<file path="src/tbrc_pkg.sv">
package tbrc_pkg;

   // Clock rates, in their own units
   localparam int CLK_KHZ = 25000; // Reference clock, 40 ns period
   localparam int PROC_KHZ = 2000; // Processing clock target
   localparam int PROC_DIV = CLK_KHZ / PROC_KHZ; // Cycles per processing tick
   localparam logic [3:0] PROC_LAST = 4'(PROC_DIV - 1); // Divider wrap value
   localparam logic [3:0] PROC_HALF = 4'(PROC_DIV / 2); // High phase length
   localparam int PWM_DIV = 64; // Processing ticks per PWM period
   localparam logic [5:0] PWM_LAST = 6'(PWM_DIV - 1); // Prescaler wrap value

   // Reset timing
   localparam int EXIT_NS = 1400; // Longest release time after pin goes high
   localparam int SYNC_LAT = 4; // Synchroniser plus state hand-off latency
   localparam int EXIT_CYC = (EXIT_NS * CLK_KHZ) / 1000000 - SYNC_LAT; // Round down
   localparam logic [5:0] EXIT_LOAD = 6'(EXIT_CYC); // Release counter preload
   localparam logic [7:0] POR_PRELOAD = 8'hff; // Power-on countdown preload

   // Clock configuration byte layout
   localparam int BUF_EN_BIT = 6; // Buffered timebase output enable
   localparam int EXT_SEL_BIT = 3; // 0 crystal, 1 external clock
   localparam int SRC_LSB = 0; // PWM source field low bit
   localparam int SRC_MSB = 1; // PWM source field high bit
   localparam logic [1:0] SRC_INTERNAL = 2'h0; // Prescaled internal clock
   localparam logic [1:0] SRC_EXTERNAL = 2'h3; // External clock or crystal
   localparam logic [7:0] CFG_MASK = 8'h4b; // Writable bits
   localparam logic [7:0] CFG_RESET = 8'h00; // Default after any reset

   // Inactivity period, in PWM periods
   localparam logic [7:0] HALT_RESET = 8'h10; // Default idle period

   // Reset sequencer states
   typedef enum logic [1:0]
   {
      TBRC_POR = 2'b00,
      TBRC_HOLD = 2'b01,
      TBRC_RUN = 2'b10
   } tbrc_rst_type;

endpackage

</file>
<file path="src/tbrc_sync.sv">
`timescale 1ns/10ps
// Two-stage synchroniser for pin inputs
module tbrc_sync #(
   parameter int WIDTH = 1 // Number of bits
)(
   input wire logic ref_clk, // Clock
   input wire logic rst, // Asynchronous reset
   input wire logic [WIDTH-1:0] d, // Asynchronous inputs
   output logic [WIDTH-1:0] q // Synchronised outputs
);

   logic [WIDTH-1:0] meta_reg; // First stage, read only by second stage

   // Both stages clear to zero; callers treat zero as the safe level
   always_ff @(posedge ref_clk or posedge rst)
   begin
      if (rst)
      begin
         meta_reg <= '0;
         q <= '0;
      end
      else
      begin
         meta_reg <= d;
         q <= meta_reg;
      end
   end

endmodule

</file>
<file path="src/tbrc_timebase_ctrl.sv">
`timescale 1ns/10ps
module tbrc_timebase_ctrl (
   input wire logic ref_clk, // System clock, 25 MHz
   input wire logic rst, // Asynchronous power reset, high
   input wire logic reset_pin_n, // External reset pin, low active
   input wire logic supply_ok, // Supply above power-on threshold
   input wire logic cmd_reset, // Host reset command pulse
   input wire logic cmd_clock_we, // Clock configuration write pulse
   input wire logic [7:0] cmd_clock_data, // Clock configuration byte
   input wire logic cmd_halt_we, // Idle period write pulse
   input wire logic [7:0] cmd_halt_data, // Idle period in PWM periods
   input wire logic key_event, // Key press or release pulse
   input wire logic bus_start, // Bus start condition pulse
   input wire logic encoder_change, // Encoder counter change pulse
   input wire logic encoder_enable, // Encoder interface enabled
   input wire logic slow_ref_in, // External slow clock pin
   input wire logic crystal_in, // Crystal oscillator input pin
   input wire logic scan_line_eight_in, // Scanner drive for shared pin
   input wire logic scan_line_eight_oe_in, // Scanner enable for shared pin
   output logic core_reset, // Internal reset to other blocks
   output logic proc_tick, // One-cycle processing tick
   output logic proc_clk, // Processing clock square wave
   output logic pwm_timebase, // Selected PWM timebase level
   output logic halted, // Halt mode indicator
   output logic [7:0] timebase_select, // Clock configuration contents
   output logic buffered_timebase_out, // Shared pin output value
   output logic buffered_timebase_oe, // Shared pin output enable
   output logic crystal_out, // Crystal oscillator feedback pin
   output logic crystal_out_oe // Crystal feedback enable
);

   localparam int exit_bound = tbrc_pkg::EXIT_CYC + 2; // Pin release bound
   localparam int por_bound = 258; // Countdown plus hand-off

   // Synchronised pins
   logic [3:0] pins_s; // Reset pin, supply, slow clock, crystal
   logic reset_pin_s; // Synchronised reset pin
   logic supply_s; // Synchronised supply flag
   logic slow_s; // Synchronised slow clock
   logic crystal_s; // Synchronised crystal input

   // Reset sequencer
   tbrc_pkg::tbrc_rst_type state_reg; // Current reset state
   tbrc_pkg::tbrc_rst_type state_next; // Next reset state
   logic [7:0] por_cnt_reg; // Power-on countdown
   logic [7:0] por_cnt_next; // Next countdown value
   logic [5:0] exit_cnt_reg; // Release delay after pin or command
   logic [5:0] exit_cnt_next; // Next release delay
   logic ext_low; // Pin reset requested
   logic reset_req; // Pin or command reset

   // Clocks and halt
   logic [3:0] div_cnt_reg; // Processing divider
   logic [5:0] pre_cnt_reg; // PWM prescaler
   logic [7:0] idle_cnt_reg; // PWM periods without activity
   logic [7:0] halt_period_reg; // Programmed idle period
   logic halted_reg; // Halt mode
   logic run_clk; // Divider allowed to run
   logic div_wrap; // Divider at last count
   logic pre_wrap; // Prescaler end of period
   logic wake; // Any wake event
   logic idle_expired; // Idle period reached

   // Configuration and outputs
   logic [7:0] cfg_reg; // Clock configuration register
   logic [1:0] src_sel; // PWM source field
   logic buf_en; // Buffer enable field
   logic ext_sel; // External timebase select field
   logic internal_tb; // Prescaled internal timebase
   logic external_tb; // Crystal or slow clock timebase
   logic timebase_next; // Selected timebase
   logic tb_reg; // Registered timebase
   logic proc_clk_reg; // Registered processing clock
   logic pin_out_reg; // Registered shared pin value
   logic pin_oe_reg; // Registered shared pin enable
   logic xout_reg; // Registered crystal feedback

   // Every pin crosses two flops before use
   tbrc_sync #(
      .WIDTH(4)
   ) u_sync (
      .ref_clk(ref_clk),
      .rst(rst),
      .d({reset_pin_n, supply_ok, slow_ref_in, crystal_in}),
      .q(pins_s)
   );

   assign reset_pin_s = pins_s[3];
   assign supply_s = pins_s[2];
   assign slow_s = pins_s[1];
   assign crystal_s = pins_s[0];

   // Reset sources and state decode
   assign ext_low = ~reset_pin_s;
   assign reset_req = ext_low | cmd_reset;
   // The pin term bypasses the state so ports reset the same cycle
   assign core_reset = (state_reg != tbrc_pkg::TBRC_RUN) | ext_low;

   // Next state of the reset sequencer
   always_comb
   begin
      state_next = state_reg;
      por_cnt_next = por_cnt_reg;
      exit_cnt_next = exit_cnt_reg;
      unique case (state_reg)
         tbrc_pkg::TBRC_POR:
         begin
            // Hold and preload while supply is low; underflow releases reset
            if (!supply_s)
               por_cnt_next = tbrc_pkg::POR_PRELOAD;
            else if (por_cnt_reg == 8'h00)
               state_next = tbrc_pkg::TBRC_RUN;
            else
               por_cnt_next = por_cnt_reg - 8'h01;
         end
         tbrc_pkg::TBRC_HOLD:
         begin
            // Restart the delay while a source persists
            if (!supply_s)
            begin
               state_next = tbrc_pkg::TBRC_POR;
               por_cnt_next = tbrc_pkg::POR_PRELOAD;
            end
            else if (reset_req)
               exit_cnt_next = tbrc_pkg::EXIT_LOAD;
            else if (exit_cnt_reg == 6'h00)
               state_next = tbrc_pkg::TBRC_RUN;
            else
               exit_cnt_next = exit_cnt_reg - 6'h01;
         end
         tbrc_pkg::TBRC_RUN:
         begin
            // Brown-out falls back to power-on sequence
            if (!supply_s)
            begin
               state_next = tbrc_pkg::TBRC_POR;
               por_cnt_next = tbrc_pkg::POR_PRELOAD;
            end
            else if (reset_req)
            begin
               state_next = tbrc_pkg::TBRC_HOLD;
               exit_cnt_next = tbrc_pkg::EXIT_LOAD;
            end
         end
         default:
         begin
            state_next = tbrc_pkg::TBRC_POR;
            por_cnt_next = tbrc_pkg::POR_PRELOAD;
         end
      endcase
   end

   // Reset sequencer registers
   always_ff @(posedge ref_clk or posedge rst)
   begin
      if (rst)
      begin
         state_reg <= tbrc_pkg::TBRC_POR;
         por_cnt_reg <= tbrc_pkg::POR_PRELOAD;
         exit_cnt_reg <= tbrc_pkg::EXIT_LOAD;
      end
      else
      begin
         state_reg <= state_next;
         por_cnt_reg <= por_cnt_next;
         exit_cnt_reg <= exit_cnt_next;
      end
   end

   // Host writes; reserved bits always stored as zero
   always_ff @(posedge ref_clk or posedge rst)
   begin
      if (rst)
      begin
         cfg_reg <= tbrc_pkg::CFG_RESET;
         halt_period_reg <= tbrc_pkg::HALT_RESET;
      end
      else if (core_reset)
      begin
         cfg_reg <= tbrc_pkg::CFG_RESET;
         halt_period_reg <= tbrc_pkg::HALT_RESET;
      end
      else
      begin
         // Later writes are accepted; the host is expected to write once
         if (cmd_clock_we)
            cfg_reg <= cmd_clock_data & tbrc_pkg::CFG_MASK;
         if (cmd_halt_we)
            halt_period_reg <= cmd_halt_data;
      end
   end

   // Field decode
   assign buf_en = cfg_reg[tbrc_pkg::BUF_EN_BIT];
   assign ext_sel = cfg_reg[tbrc_pkg::EXT_SEL_BIT];
   assign src_sel = cfg_reg[tbrc_pkg::SRC_MSB:tbrc_pkg::SRC_LSB];
   assign timebase_select = cfg_reg;

   // Halt and wake decode
   assign wake = key_event | bus_start | (encoder_change & encoder_enable);
   assign run_clk = ~core_reset & ~halted_reg;
   assign div_wrap = div_cnt_reg == tbrc_pkg::PROC_LAST;
   assign proc_tick = run_clk & div_wrap;
   assign pre_wrap = proc_tick & (pre_cnt_reg == tbrc_pkg::PWM_LAST);
   assign idle_expired = (halt_period_reg != 8'h00) & (idle_cnt_reg == halt_period_reg);
   assign halted = halted_reg;

   // Processing divider, frozen in halt; ref_clk is the system clock
   always_ff @(posedge ref_clk or posedge rst)
      if (rst)
         div_cnt_reg <= 4'h0;
      else if (core_reset)
         div_cnt_reg <= 4'h0;
      else if (run_clk)
         div_cnt_reg <= div_wrap ? 4'h0 : div_cnt_reg + 4'h1;

   // PWM prescaler counts processing ticks
   always_ff @(posedge ref_clk or posedge rst)
      if (rst)
         pre_cnt_reg <= 6'h00;
      else if (core_reset)
         pre_cnt_reg <= 6'h00;
      else if (proc_tick)
         pre_cnt_reg <= pre_cnt_reg + 6'h01;

   // Inactivity counter and halt flag; a wake beats a halt entry
   always_ff @(posedge ref_clk or posedge rst)
      if (rst)
      begin
         idle_cnt_reg <= 8'h00;
         halted_reg <= 1'b0;
      end
      else if (core_reset || wake || cmd_clock_we || cmd_halt_we)
      begin
         idle_cnt_reg <= 8'h00;
         halted_reg <= 1'b0;
      end
      else if (idle_expired)
         halted_reg <= 1'b1;
      else if (pre_wrap)
         idle_cnt_reg <= idle_cnt_reg + 8'h01;

   // Timebase sources and selection; reserved codes fall back to internal
   assign internal_tb = pre_cnt_reg[5];
   assign external_tb = ext_sel ? slow_s : crystal_s;
   assign timebase_next = (src_sel == tbrc_pkg::SRC_EXTERNAL) ? external_tb : internal_tb;

   // Registered clock outputs and shared pin
   always_ff @(posedge ref_clk or posedge rst)
   begin
      if (rst)
      begin
         tb_reg <= 1'b0;
         proc_clk_reg <= 1'b0;
         pin_out_reg <= 1'b0;
         pin_oe_reg <= 1'b0;
         xout_reg <= 1'b1;
      end
      else
      begin
         tb_reg <= timebase_next;
         proc_clk_reg <= run_clk & ~idle_expired & (div_cnt_reg < tbrc_pkg::PROC_HALF);
         // Buffer owns the pin; scanner and port lose it meanwhile
         pin_out_reg <= buf_en ? timebase_next : scan_line_eight_in;
         pin_oe_reg <= buf_en | scan_line_eight_oe_in;
         xout_reg <= ~crystal_s;
      end
   end

   assign pwm_timebase = tb_reg;
   assign proc_clk = proc_clk_reg;
   assign buffered_timebase_out = pin_out_reg;
   assign buffered_timebase_oe = pin_oe_reg;
   assign crystal_out = xout_reg;
   // Feedback only driven when a crystal is fitted
   assign crystal_out_oe = ~ext_sel;

   // Checks
   a_cfg_reset_default: assert property (@(posedge ref_clk) disable iff (rst)
      core_reset |=> cfg_reg == tbrc_pkg::CFG_RESET)
      else $error("config not defaulted after reset");
   a_reserved_bits_zero: assert property (@(posedge ref_clk) disable iff (rst)
      cmd_clock_we && !core_reset |=> cfg_reg == ($past(cmd_clock_data) & tbrc_pkg::CFG_MASK))
      else $error("config write stored wrong value");
   a_buffer_drives_pin: assert property (@(posedge ref_clk) disable iff (rst)
      buf_en |=> buffered_timebase_oe && buffered_timebase_out == $past(timebase_next))
      else $error("buffer does not own shared pin");
   a_scan_pass_through: assert property (@(posedge ref_clk) disable iff (rst)
      !buf_en |=> buffered_timebase_oe == $past(scan_line_eight_oe_in))
      else $error("scanner lost pin with buffer off");
   a_source_external: assert property (@(posedge ref_clk) disable iff (rst)
      src_sel == tbrc_pkg::SRC_EXTERNAL && ext_sel |=> pwm_timebase == $past(slow_s))
      else $error("external source not selected");
   a_tick_spacing: assert property (@(posedge ref_clk) disable iff (rst)
      proc_tick |=> !proc_tick [*8])
      else $error("processing ticks too close");
   a_halt_stops_clk: assert property (@(posedge ref_clk) disable iff (rst)
      halted_reg |-> !proc_tick && !$rose(proc_clk))
      else $error("processing clock runs in halt");
   a_wake_clears_halt: assert property (@(posedge ref_clk) disable iff (rst)
      wake |=> !halted_reg)
      else $error("wake event ignored");
   a_pin_exit_bound: assert property (@(posedge ref_clk) disable iff (rst)
      $fell(ext_low) && supply_s && state_reg == tbrc_pkg::TBRC_HOLD
      ##1 (!reset_req && supply_s) [*2] |-> ##[1:exit_bound] !core_reset)
      else $error("reset release too slow");
   a_por_hold: assert property (@(posedge ref_clk) disable iff (rst)
      !supply_s |=> core_reset && por_cnt_reg == tbrc_pkg::POR_PRELOAD)
      else $error("low supply does not hold reset");
   a_por_release: assert property (@(posedge ref_clk) disable iff (rst)
      state_reg == tbrc_pkg::TBRC_POR && supply_s && por_cnt_reg == 8'h00 |=> state_reg == tbrc_pkg::TBRC_RUN)
      else $error("countdown underflow did not release");
   a_por_bounded: assert property (@(posedge ref_clk) disable iff (rst)
      $rose(supply_s) && state_reg == tbrc_pkg::TBRC_POR |-> ##[1:por_bound] state_reg != tbrc_pkg::TBRC_POR)
      else $error("power-on countdown too long");

endmodule
</file>
<file path="config.mk">
export PLATFORM = sky130hd
export DESIGN_NAME = tbrc_timebase_ctrl
export DESIGN_NICKNAME = d
export VERILOG_FILES = /design/src/tbrc_pkg.sv /design/src/tbrc_sync.sv /design/src/tbrc_timebase_ctrl.sv
export SDC_FILE = /design/constraint.sdc
export NUM_CORES = 1
export LEC_CHECK = 0
export BUFFER_PORTS_ARGS = -buffer_cell sky130_fd_sc_hd__buf_4
export CORE_UTILIZATION = 48
export DETAILED_ROUTE_END_ITERATION = 12
export PLACE_DENSITY = 0.72
export REMOVE_ABC_BUFFERS = 1
export SETUP_SLACK_MARGIN = 0.15
export SKIP_CTS_REPAIR_TIMING = 1
export SLEW_MARGIN = 0
export SYNTH_ARGS = -nofsm -noshare
export SYNTH_HDL_FRONTEND = slang
export SYNTH_SLANG_ARGS = --single-unit
</file>
<file path="constraint.sdc">
create_clock -name ref_clk -period 6.1 [get_ports ref_clk]
set_clock_uncertainty 0.2 [all_clocks]
set_input_delay 0.915 -clock ref_clk [delete_from_list [all_inputs] [get_ports ref_clk]]
set_output_delay 0.915 -clock ref_clk [all_outputs]
set_load 0.01 [all_outputs]
</file>
==> results by group, run 1 <==
Hold path
  – Worst Hold Path Cells: 0
  – Endpoint with the worst hold slack: u_sync.q[1]
  – Class of the worst hold path: reg -> reg
  – HP Start: u_sync.meta_reg[1]

Clock network
  – Clock Path Buffers: 2
  – CTS H-tree lvls: 3
  – Clk_lat worst skew: 340 ps
  – Clock tree root driver cell: sky130_fd_sc_hd__clkbuf_8
  – Sinks on the clock net: 60
  – CTS tree: built
  – Total CTS buffers: 9
  – Clk pin slew, worst setup/hold paths: 60 ps

Synthesis
  – Count of synthesis-stage warnings from yosys: 0
  – Area fraction in compound gates after synthesis: 0.105
  – Post-synthesis mux area share: 0.0626
  – Yosys top cell by area: sky130_fd_sc_hd__dfrtp_1
  – #FFs+latches synth: 60
  – Adder and majority gate portion of the synthesized area: 0.0444
  – Post-Syn Instances: 302
  – Post-synthesis share of cell area spent on and, or, nand and nor gates: 0.218
  – Synthesized area divided by synthesized cell count: 10.3 sq um
  – Xor and xnor area share after synthesis: 0.0339
  – Combinational family with the most area after synthesis: simple AND/OR/NAND/NOR gates
  – Number of distinct library cells after synthesis: 52
  – Syn Std Cell Area: 3100 sq um
  – Main area contributors after synthesis: sky130_fd_sc_hd__dfrtp_1 (36%), sky130_fd_sc_hd__dfstp_2 (13%), sky130_fd_sc_hd__mux2i_1 (5.2%)
  – Sequential area share after synthesis: 0.491
  – Share of the synthesized area in the top cell type: 0.363

STA
  – Fmax achieved: 323 MHz
  – Count of pins over their slew limit: 0
  – Time the final worst path needs with I/O delays and setup: 3090 ps
  – Fin. Hold Viols: 0
  – Worst rel slew slack: 0.437
  – Measured slew at the worst slew-check pin: 839 ps
  – Setup-failing EPs final: 0
  – RSZ-0062 raised after global routing: false
  – Final worst-path setup slack: 3010 ps
  – Total negative slack: 0 ps
  – Final period util: 0.507

Power and ir drop
  – Power Density: 212 nW/um^2
  – Part of the total power dissipated in sequential elements: 0.537
  – Switching portion of total power: 0.222
  – Share of total power in the clock network: 0.411
  – Part of the total power dissipated in combinational logic: 0.053
  – IR drop worst, VDD: 0.000141 V
  – Net switching power figure: 0.169 mW
  – LEAKAGE: 1.61 nW
  – P_int: 0.593 mW

Routing
  – Routed len/inst: 14.0 microns
  – Post-detailed-route count of antenna-violating nets: 0
  – Final Routed Wirelength: 5.91 mm
  – Wire length on met1: 2.81 mm
  – Met3 Routed Length: 295 microns
  – Met2 WL: 2.74 mm
  – Topmost layer with routed signal wires: met4
  – Via count of the routed design: 2,318
  – Iteration-0 DRC Markers: 168
  – Drt pass-1 iters: 4
  – # DRC: 0
  – Number of vias per cell: 5.49

Floorplan
  – Cell row count: 28
  – Area inside the core boundary: 6060 sq um
  – Width of the die: 82.3 microns
  – Vertical die dimension: 82.3 microns
  – Starting utilization of the core area: 0.511
  – Top-level I/O count: 48
  – Die Area: 6780 sq um

GRT
  – Antenna violations before repair: 0
  – Global-route usage over all layers: 0.204
  – Wire length of the first global-routing pass: 10.2 mm
  – Pin count of the biggest net entering global routing: 61
  – Overflow after GRT: 0
  – Number of global-route vias before repair: 2,272

Setup path
  – Startpoint of the worst-slack reg-to-reg timing path: state_reg[0]
  – Library cell contributing the largest single delay on the critical path: sky130_fd_sc_hd__dfrtp_1
  – Arrival time of data at the critical path endpoint: 1980 ps
  – Worst path cell trace: inv_1, ha_1, and2_1, inv_2, buf_4
  – Sort of element at the end of the critical path: primary output
  – Setup slack of the most critical reg-to-reg path: 3210 ps
  – Required time worst endpoint: 4980 ps
  – Category of the worst setup path launch point: flop
  – Peak per-stage delay on the critical path: 390 ps
  – Critical Path Fanout Max: 26
  – Type of the setup path with the least slack: reg -> out
  – Count of cells along the worst register-to-register path: 8
  – Capture instance of the worst register-to-register path: exit_cnt_reg[5]

Final layout
  – Area of all placed cells without fillers: 3590 sq um
  – Final standard cell count with taps included and fillers excluded: 422
  – ANT cells: 0
  – Fraction of layout instances using a drive strength above 1: 0.236
  – Nets@finish: 384
  – Area delta synth->final: 15.9%
  – Layout Utilization: 0.592

Placed design
  – Placed inst area: 3420 sq um
  – Worst slack at placement: 3210 ps
  – Detailed Place HPWL: 4.05 mm
  – Placed cell count: 406
  – Number of buffer cells added on primary ports: 39
  – Placer congestion estimate: 0.803

Flow run
  – Maximum capacitance violations: 0

Run status
  – Outcome: completed
power by group through the flow:
| stage | logic, mW | registers (mW) | clock network, mW |
|---|---|---|---|
| 6_report | 0.0401 | 0.409 | 0.313 |
| 3_5_place_dp | 0.0406 | 0.416 | 0 |
| 2_1_floorplan | 0.0188 | 0.416 | 0 |
| 4_1_cts | 0.0411 | 0.409 | 0.324 |
| 5_1_grt | 0.0449 | 0.410 | 0.340 |
| 3_3_place_gp | 0.0403 | 0.416 | 0 |
placed cells by master (no fill, tap or decap), types with 9 or more instances in the layout:
master	Yosys	routed
sky130_fd_sc_hd__ha_1	11	11
sky130_fd_sc_hd__buf_4	6	41
sky130_fd_sc_hd__nor2_1	37	37
sky130_fd_sc_hd__clkbuf_8	0	11
sky130_fd_sc_hd__dfrtp_1	45	45
sky130_fd_sc_hd__mux2i_1	16	16
sky130_fd_sc_hd__inv_1	10	9
sky130_fd_sc_hd__dfstp_2	15	15
sky130_fd_sc_hd__nand2_1	22	22
sky130_fd_sc_hd__a21oi_1	18	18
final cells by class:
cell class                 instances  area, sq um
inverter                          11         41.3
timing repair buffer              41          308
sequential                        60         1520
fill                             524         2470
tap                               75         93.8
multi-input combinational        219         1450
clock inverter                     2         10.0
clock buffer                      14          163
critical path: cells and delay by family, from the launching register on:
family / cells / cell delay, ps
buf+inv: 3 / 640
simple gates: 1 / 380
fa+ha+maj: 1 / 220
flops: 1 / 390
synthesized netlist by cell type, drive strengths merged:
library cell and number:
a31oi 7, nor4b 1, a22o 3, a221oi 1
nand2 22, o2bb2ai 1, or2 2, o21ai 9
nor2b 1, and3 3, nor4 7, a21oi 18
and4 1, buf 9, xor2 7, o31a 2
mux2 3, or4 7, dfrtp 45, nand3b 2
conb 1, nor4bb 3, ha 11, o31ai 6
a211oi 1, a211o 1, nand2b 1, or3 6
and4b 1, o211ai 2, mux2i 16, dfstp 15
nand3 6, nor3 8, xnor2 5, and2 5
nand4 5, inv 11, a41oi 1, clkbuf 6
nor3b 3, nor2 37
kinds of logic after synthesis:
| logic type | after synthesis |
|---|---|
| simple gates | 121 |
| buf+inv | 26 |
| xor+xnor | 12 |
| fa+ha+maj | 11 |
| other cells | 1 |
| compound gates | 52 |
| mux | 19 |
| flops | 60 |
worst max path at each step:
stage | end | slack [ps] | from | cells past startpoint
after CTS | core_reset | 2920 | state_reg[0] | 5
after floorplan | idle_cnt_reg[7] | 3170 | div_cnt_reg[0] | 6
after detailed placement | exit_cnt_reg[5] | 3210 | state_reg[0] | 8
after global routing | core_reset | 2830 | state_reg[0] | 5
after global placement | exit_cnt_reg[5] | 3190 | state_reg[0] | 8
final | core_reset | 3010 | state_reg[0] | 5
metrics by stage:
step,hold slack (ps),power (mW)
after floorplan,131,0.434
after global placement,132,0.456
after detailed placement,136,0.457
after CTS,150,0.774
after global routing,152,0.795
final,147,0.763
routing by layer:
metal,track usage,up-vias
met5,0,-
met1,0.280,1108
met4,0.0982,0
met3,0.0604,6
li1,-,1149
met2,0.293,55
(Power assumes the default switching activity.)
==> run 2: changes to the inputs <==
--- a/config.mk
+++ b/config.mk
@@ -8,7 +8,7 @@
 export BUFFER_PORTS_ARGS = -buffer_cell sky130_fd_sc_hd__buf_4
 export CORE_UTILIZATION = 48
 export DETAILED_ROUTE_END_ITERATION = 12
-export PLACE_DENSITY = 0.72
+export PLACE_DENSITY = 0.75
 export REMOVE_ABC_BUFFERS = 1
 export SETUP_SLACK_MARGIN = 0.15
 export SKIP_CTS_REPAIR_TIMING = 1
==> constraint.sdc (replaced) <==
create_clock -name ref_clk -period 2.8 [get_ports ref_clk]
set_clock_uncertainty 0.2 [all_clocks]
set_input_delay 0.42 -clock ref_clk [delete_from_list [all_inputs] [get_ports ref_clk]]
set_output_delay 0.42 -clock ref_clk [all_outputs]
set_load 0.01 [all_outputs]
==> run 2 against run 1 <==
Net effect: clock power increased by 140%; critical path depth grew 2; setup slack worse by 2700 ps; flip-flop and latch count unchanged; cell count increased by 2.1%; die area is the same; register-to-register slack worse by 2900 ps; core utilization rose by 1.7 points; first-iteration DRC count rose by 7.1%; highest routed layer unchanged.
==> results by group, run 2 (synthesis gave the netlist of run 1 again) <==
Final layout
  – Area of all placed cells without fillers: 3690 sq um
  – Final standard cell count with taps included and fillers excluded: 431
  – Area delta synth->final: 19.3%
  – Layout Utilization: 0.610
  – Filler cells: 502
  – Most common library cell in the layout ignoring fill and taps: sky130_fd_sc_hd__buf_4
  – ANT cells: 0
  – Nets@finish: 393
  – Commonest non-fill, non-tap cells in the layout: sky130_fd_sc_hd__buf_4 (46), sky130_fd_sc_hd__dfrtp_1 (45), sky130_fd_sc_hd__nor2_1 (37)
  – Fraction of layout instances using a drive strength above 1: 0.258

Run status
  – Outcome: completed

STA
  – Count of pins over their slew limit: 0
  – Final period util: 0.899
  – Worst hold margin: 80.3 ps
  – Final worst-path setup slack: 282 ps
  – Fin. Hold Viols: 0
  – Measured slew at the worst slew-check pin: 761 ps
  – Fmax achieved: 397 MHz
  – Setup-failing EPs final: 0
  – RSZ-0062 raised after global routing: false
  – Worst rel slew slack: 0.489
  – Time the final worst path needs with I/O delays and setup: 2520 ps
  – Total negative slack: 0 ps

Clock network
  – Clk_lat worst skew: 330 ps
  – Sinks on the clock net: 60
  – CTS tree: built
  – Total CTS buffers: 9
  – Clock tree root driver cell: sky130_fd_sc_hd__clkbuf_8
  – Clk pin slew, worst setup/hold paths: 70 ps
  – CTS H-tree lvls: 3
  – Clock Path Buffers: 2

Setup path
  – Capture instance of the worst register-to-register path: idle_cnt_reg[5]
  – Required time worst endpoint: 2180 ps
  – Category of the worst setup path launch point: flop
  – Count of cells along the worst register-to-register path: 7
  – Sort of element at the end of the critical path: primary output
  – Type of the setup path with the least slack: reg -> out
  – Setup slack of the most critical reg-to-reg path: 290 ps
  – Arrival time of data at the critical path endpoint: 1900 ps
  – Startpoint of the worst-slack reg-to-reg timing path: div_cnt_reg[1]
  – Capturing instance or port of the critical path: core_reset
  – Setup crit start: state_reg[0]
  – Critical Path Fanout Max: 22

GRT
  – Wire length of the first global-routing pass: 9.57 mm
  – Pin count of the biggest net entering global routing: 61
  – Global-route usage over all layers: 0.190
  – Antenna violations before repair: 0
  – Overflow after GRT: 0
  – Number of global-route vias before repair: 2,100

Routing
  – Routed len/inst: 14.0 microns
  – Wire length on met1: 2.85 mm
  – # DRC: 0
  – Via count of the routed design: 2,391
  – Met3 Routed Length: 303 microns
  – Number of vias per cell: 5.55
  – Iteration-0 DRC Markers: 180
  – Post-detailed-route count of antenna-violating nets: 0
  – Met2 WL: 2.82 mm
  – Final Routed Wirelength: 6.02 mm
  – Topmost layer with routed signal wires: met4
  – Drt pass-1 iters: 5

Hold path
  – Class of the worst hold path: in -> reg

Power and ir drop
  – Design Power: 1.73 mW
  – Power Density: 468 nW/um^2
  – IR drop worst, VDD: 0.000311 V
  – LEAKAGE: 1.65 nW

Floorplan
  – Starting utilization of the core area: 0.511
  – Die Area: 6780 sq um
  – Vertical die dimension: 82.3 microns
  – Width of the die: 82.3 microns
  – Cell row count: 28
  – Area inside the core boundary: 6060 sq um
  – Top-level I/O count: 48

Flow run
  – Maximum capacitance violations: 0

Placed design
  – Placed cell count: 410
  – Placer congestion estimate: 0.808
  – Detailed Place HPWL: 4.02 mm
  – Worst slack at placement: 307 ps
  – Placed inst area: 3450 sq um
  – Number of buffer cells added on primary ports: 39
run 2: layout make-up:
type,count,area [sq um],area share
sequential,60,1520,0.411
multi-input combinational,219,1460,0.396
timing repair buffer,50,385,0.104
clock buffer,9,124,0.0335
tap,75,93.8,0.0254
clock inverter,7,67.6,0.0183
inverter,11,41.3,0.0112
run 2: how the worst min path moves through the flow:
stage                           from                    to  slack, ps  depth (start not counted)
6_report       scan_line_eight_oe_in  buffered_timebase_oe         80                          2
5_1_grt        scan_line_eight_oe_in  buffered_timebase_oe         60                          2
4_1_cts                   crystal_in    u_sync.meta_reg[0]        -20                          1
3_5_place_dp      u_sync.meta_reg[3]           u_sync.q[3]        140                          0
3_3_place_gp      u_sync.meta_reg[1]           u_sync.q[1]        130                          0
2_1_floorplan     u_sync.meta_reg[0]           u_sync.q[0]        130                          0
run 2: where the power goes:
part / internal, mW / leakage [nW] / total (mW) / switching [mW]
Sequential: 0.882 / 0.763 / 0.891 / 0.00862
Clock: 0.405 / 0.0910 / 0.746 / 0.341
Combinational: 0.0457 / 0.796 / 0.0921 / 0.0464
Total: 1.33 / 1.65 / 1.73 / 0.396
run 2: critical path, cell delays in order, from the launching register on:
cell and delay, ps:
sky130_fd_sc_hd__dfrtp_1 380, sky130_fd_sc_hd__inv_1 90, sky130_fd_sc_hd__ha_1 240, sky130_fd_sc_hd__and2_1 150
sky130_fd_sc_hd__buf_4 170, sky130_fd_sc_hd__inv_2 90, sky130_fd_sc_hd__buf_4 270, sky130_fd_sc_hd__buf_4 170
run 2: per-layer routing:
layer  vias up  GRT usage
met5         -          0
met4         0     0.0877
met2        67      0.283
li1       1180          -
met1      1138      0.261
met3         6     0.0484
==> run 3: changes to the inputs <==
--- a/config.mk
+++ b/config.mk
@@ -6,13 +6,14 @@
 export NUM_CORES = 1
 export LEC_CHECK = 0
 export BUFFER_PORTS_ARGS = -buffer_cell sky130_fd_sc_hd__buf_4
-export CORE_UTILIZATION = 48
+export CELL_PAD_IN_SITES_DETAIL_PLACEMENT = 1
+export CELL_PAD_IN_SITES_GLOBAL_PLACEMENT = 1
+export CORE_UTILIZATION = 40
 export DETAILED_ROUTE_END_ITERATION = 12
-export PLACE_DENSITY = 0.75
+export PLACE_DENSITY = 0.79
 export REMOVE_ABC_BUFFERS = 1
 export SETUP_SLACK_MARGIN = 0.15
-export SKIP_CTS_REPAIR_TIMING = 1
-export SLEW_MARGIN = 0
+export SLEW_MARGIN = 20
 export SYNTH_ARGS = -nofsm -noshare
 export SYNTH_HDL_FRONTEND = slang
 export SYNTH_SLANG_ARGS = --single-unit
==> run 3 against run 2 <==
Net effect: flip-flop and latch count unchanged; global-route usage up 0.46 points; via count up 1.9%; count of clock-buffer cells in the layout unchanged; worst hold slack worse by 8.5 ps; total power up 1.9%; maximum frequency down 1.2%; critical path type is now reg -> reg; cell count up 6.5%.
==> results by group, run 3 (synthesis gave the netlist of run 1 again) <==
GRT
  – Global-route usage over all layers: 0.195
  – Number of global-route vias before repair: 2,651
  – Pin count of the biggest net entering global routing: 34
  – Overflow after GRT: 0
  – Wire length of the first global-routing pass: 12.6 mm
  – Antenna violations before repair: 0

Clock network
  – CTS H-tree lvls: 3
  – Clk_lat worst skew: 340 ps
  – Clock tree root driver cell: sky130_fd_sc_hd__clkbuf_8
  – Clk pin slew, worst setup/hold paths: 70 ps
  – CTS tree: built
  – Total CTS buffers: 9
  – Clock Path Buffers: 2
  – Sinks on the clock net: 60

Routing
  – Topmost layer with routed signal wires: met4
  – Post-detailed-route count of antenna-violating nets: 0
  – Number of vias per cell: 5.31
  – Iteration-0 DRC Markers: 123
  – Met3 Routed Length: 249 microns
  – Routed len/inst: 16.1 microns
  – Met2 WL: 3.95 mm
  – Final Routed Wirelength: 7.38 mm
  – Drt pass-1 iters: 5
  – Via count of the routed design: 2,437
  – # DRC: 0
  – Wire length on met1: 3.08 mm

Power and ir drop
  – Share of total power in the clock network: 0.438
  – LEAKAGE: 1.67 nW
  – Switching portion of total power: 0.241
  – Design Power: 1.76 mW
  – IR drop worst, VDD: 0.000220 V
  – Net switching power figure: 0.425 mW
  – Power Density: 466 nW/um^2
  – Part of the total power dissipated in sequential elements: 0.506
  – P_int: 1.34 mW
  – Part of the total power dissipated in combinational logic: 0.056

Setup path
  – Sort of element at the end of the critical path: flop
  – Sum of buffers and inverters on the critical path: 1
  – Library cell contributing the largest single delay on the critical path: sky130_fd_sc_hd__or4_1
  – Capture instance of the worst register-to-register path: idle_cnt_reg[7]
  – Worst path cell trace: ha_2, nor4bb_4, buf_4, nand4_4, or4_1, or3_1, a21oi_1
  – Required time worst endpoint: 2870 ps
  – Stages on worst setup path: 7
  – Startpoint of the worst-slack reg-to-reg timing path: div_cnt_reg[1]
  – Delay-heaviest family, CP: simple AND/OR/NAND/NOR gates
  – Type of the setup path with the least slack: reg -> reg
  – Arrival time of data at the critical path endpoint: 2620 ps
  – Critical Path Fanout Max: 8
  – Peak per-stage delay on the critical path: 570 ps
  – Category of the worst setup path launch point: flop
  – Setup slack of the most critical reg-to-reg path: 250 ps
  – Count of cells along the worst register-to-register path: 7

Flow run
  – Maximum capacitance violations: 0

Final layout
  – Fraction of layout instances using a drive strength above 1: 0.264
  – ANT cells: 0
  – Commonest non-fill, non-tap cells in the layout: sky130_fd_sc_hd__buf_4 (48), sky130_fd_sc_hd__dfrtp_1 (45), sky130_fd_sc_hd__nor2_1 (37)
  – Area delta synth->final: 22.0%
  – Area of all placed cells without fillers: 3780 sq um
  – Most common library cell in the layout ignoring fill and taps: sky130_fd_sc_hd__buf_4
  – Nets@finish: 397
  – Layout Utilization: 0.513

STA
  – Time the final worst path needs with I/O delays and setup: 2550 ps
  – Total negative slack: 0 ps
  – Fin. Hold Viols: 0
  – Count of pins over their slew limit: 0
  – Worst rel slew slack: 0.493
  – Final period util: 0.910
  – Setup-failing EPs final: 0
  – Fmax achieved: 392 MHz
  – RSZ-0062 raised after global routing: false
  – Final worst-path setup slack: 251 ps
  – Measured slew at the worst slew-check pin: 755 ps

Placed design
  – Detailed Place HPWL: 5.09 mm
  – Number of buffer cells added on primary ports: 39
  – Placed inst area: 3500 sq um
  – Placer congestion estimate: 0.789
  – Worst slack at placement: 219 ps

Hold path
  – HP Start: scan_line_eight_oe_in
  – Endpoint with the worst hold slack: buffered_timebase_oe
  – Worst Hold Path Cells: 2
  – Class of the worst hold path: in -> reg

Floorplan
  – Top-level I/O count: 48
  – Cell row count: 31
  – Area inside the core boundary: 7370 sq um
  – Vertical die dimension: 90.0 microns
  – Starting utilization of the core area: 0.420
  – Die Area: 8100 sq um
  – Width of the die: 90.0 microns

Run status
  – Outcome: completed
==> run 3: cell types whose count changed in the layout (fill, tap and decap cells not counted), sizes merged <==
cell and change:
buf +3, dlygate4sd3 +1
==> run 3: layout make-up <==
cell class / instances / area, sq um
sequential: 60 / 1520
timing repair buffer: 54 / 430
clock buffer: 9 / 124
tap: 99 / 124
clock inverter: 7 / 67.6
fill: 842 / 3590
multi-input combinational: 219 / 1470
inverter: 11 / 41.3
==> run 3: worst reg2reg max path, cell delays in order, from the launching register on <==
cell                       delay, ps
sky130_fd_sc_hd__dfrtp_1         410
sky130_fd_sc_hd__ha_2            240
sky130_fd_sc_hd__nor4bb_4        210
sky130_fd_sc_hd__buf_4           190
sky130_fd_sc_hd__nand4_4         150
sky130_fd_sc_hd__or4_1           570
sky130_fd_sc_hd__or3_1           350
sky130_fd_sc_hd__a21oi_1         170
==> run 3: stage by stage <==
step | hold slack [ps] | instances
after detailed placement | 136 | 436
after global routing | 76.8 | 459
after floorplan | 131 | 290
after CTS | 75.6 | 457
after global placement | 134 | 436
final | 71.8 | 459
==> run 3: what timing repair did <==
item / 4_1_cts / 5_1_grt
endpoints found under the setup margin: 0 / 4
hold buffers: 5 / 0
gates resized for setup: 0 / 3
buffers inserted: 0 / 2
hold endpoints to repair: 20 / 0
==> run 3: worst max path at each step <==
stage | start | to
detailed placement | div_cnt_reg[1] | idle_cnt_reg[7]
floorplan | div_cnt_reg[0] | idle_cnt_reg[7]
CTS | div_cnt_reg[0] | idle_cnt_reg[7]
global route | div_cnt_reg[0] | idle_cnt_reg[7]
global placement | div_cnt_reg[0] | idle_cnt_reg[7]
finish | div_cnt_reg[1] | idle_cnt_reg[7]
==> run 3: metal layers <==
metal  GRT usage  vias to the layer above
met4      0.0659                        0
li1            -                     1177
met1       0.234                     1208
met3      0.0465                       14
met5           0                        -
met2       0.342                       38
==> run 3: power groups by stage <==
stage / registers [mW] / clock network, mW / logic [mW]
6_report: 0.892 / 0.771 / 0.0982
5_1_grt: 0.893 / 0.831 / 0.111
4_1_cts: 0.892 / 0.782 / 0.101
3_5_place_dp: 0.908 / 0 / 0.0953
2_1_floorplan: 0.905 / 0 / 0.0409
3_3_place_gp: 0.907 / 0 / 0.0925
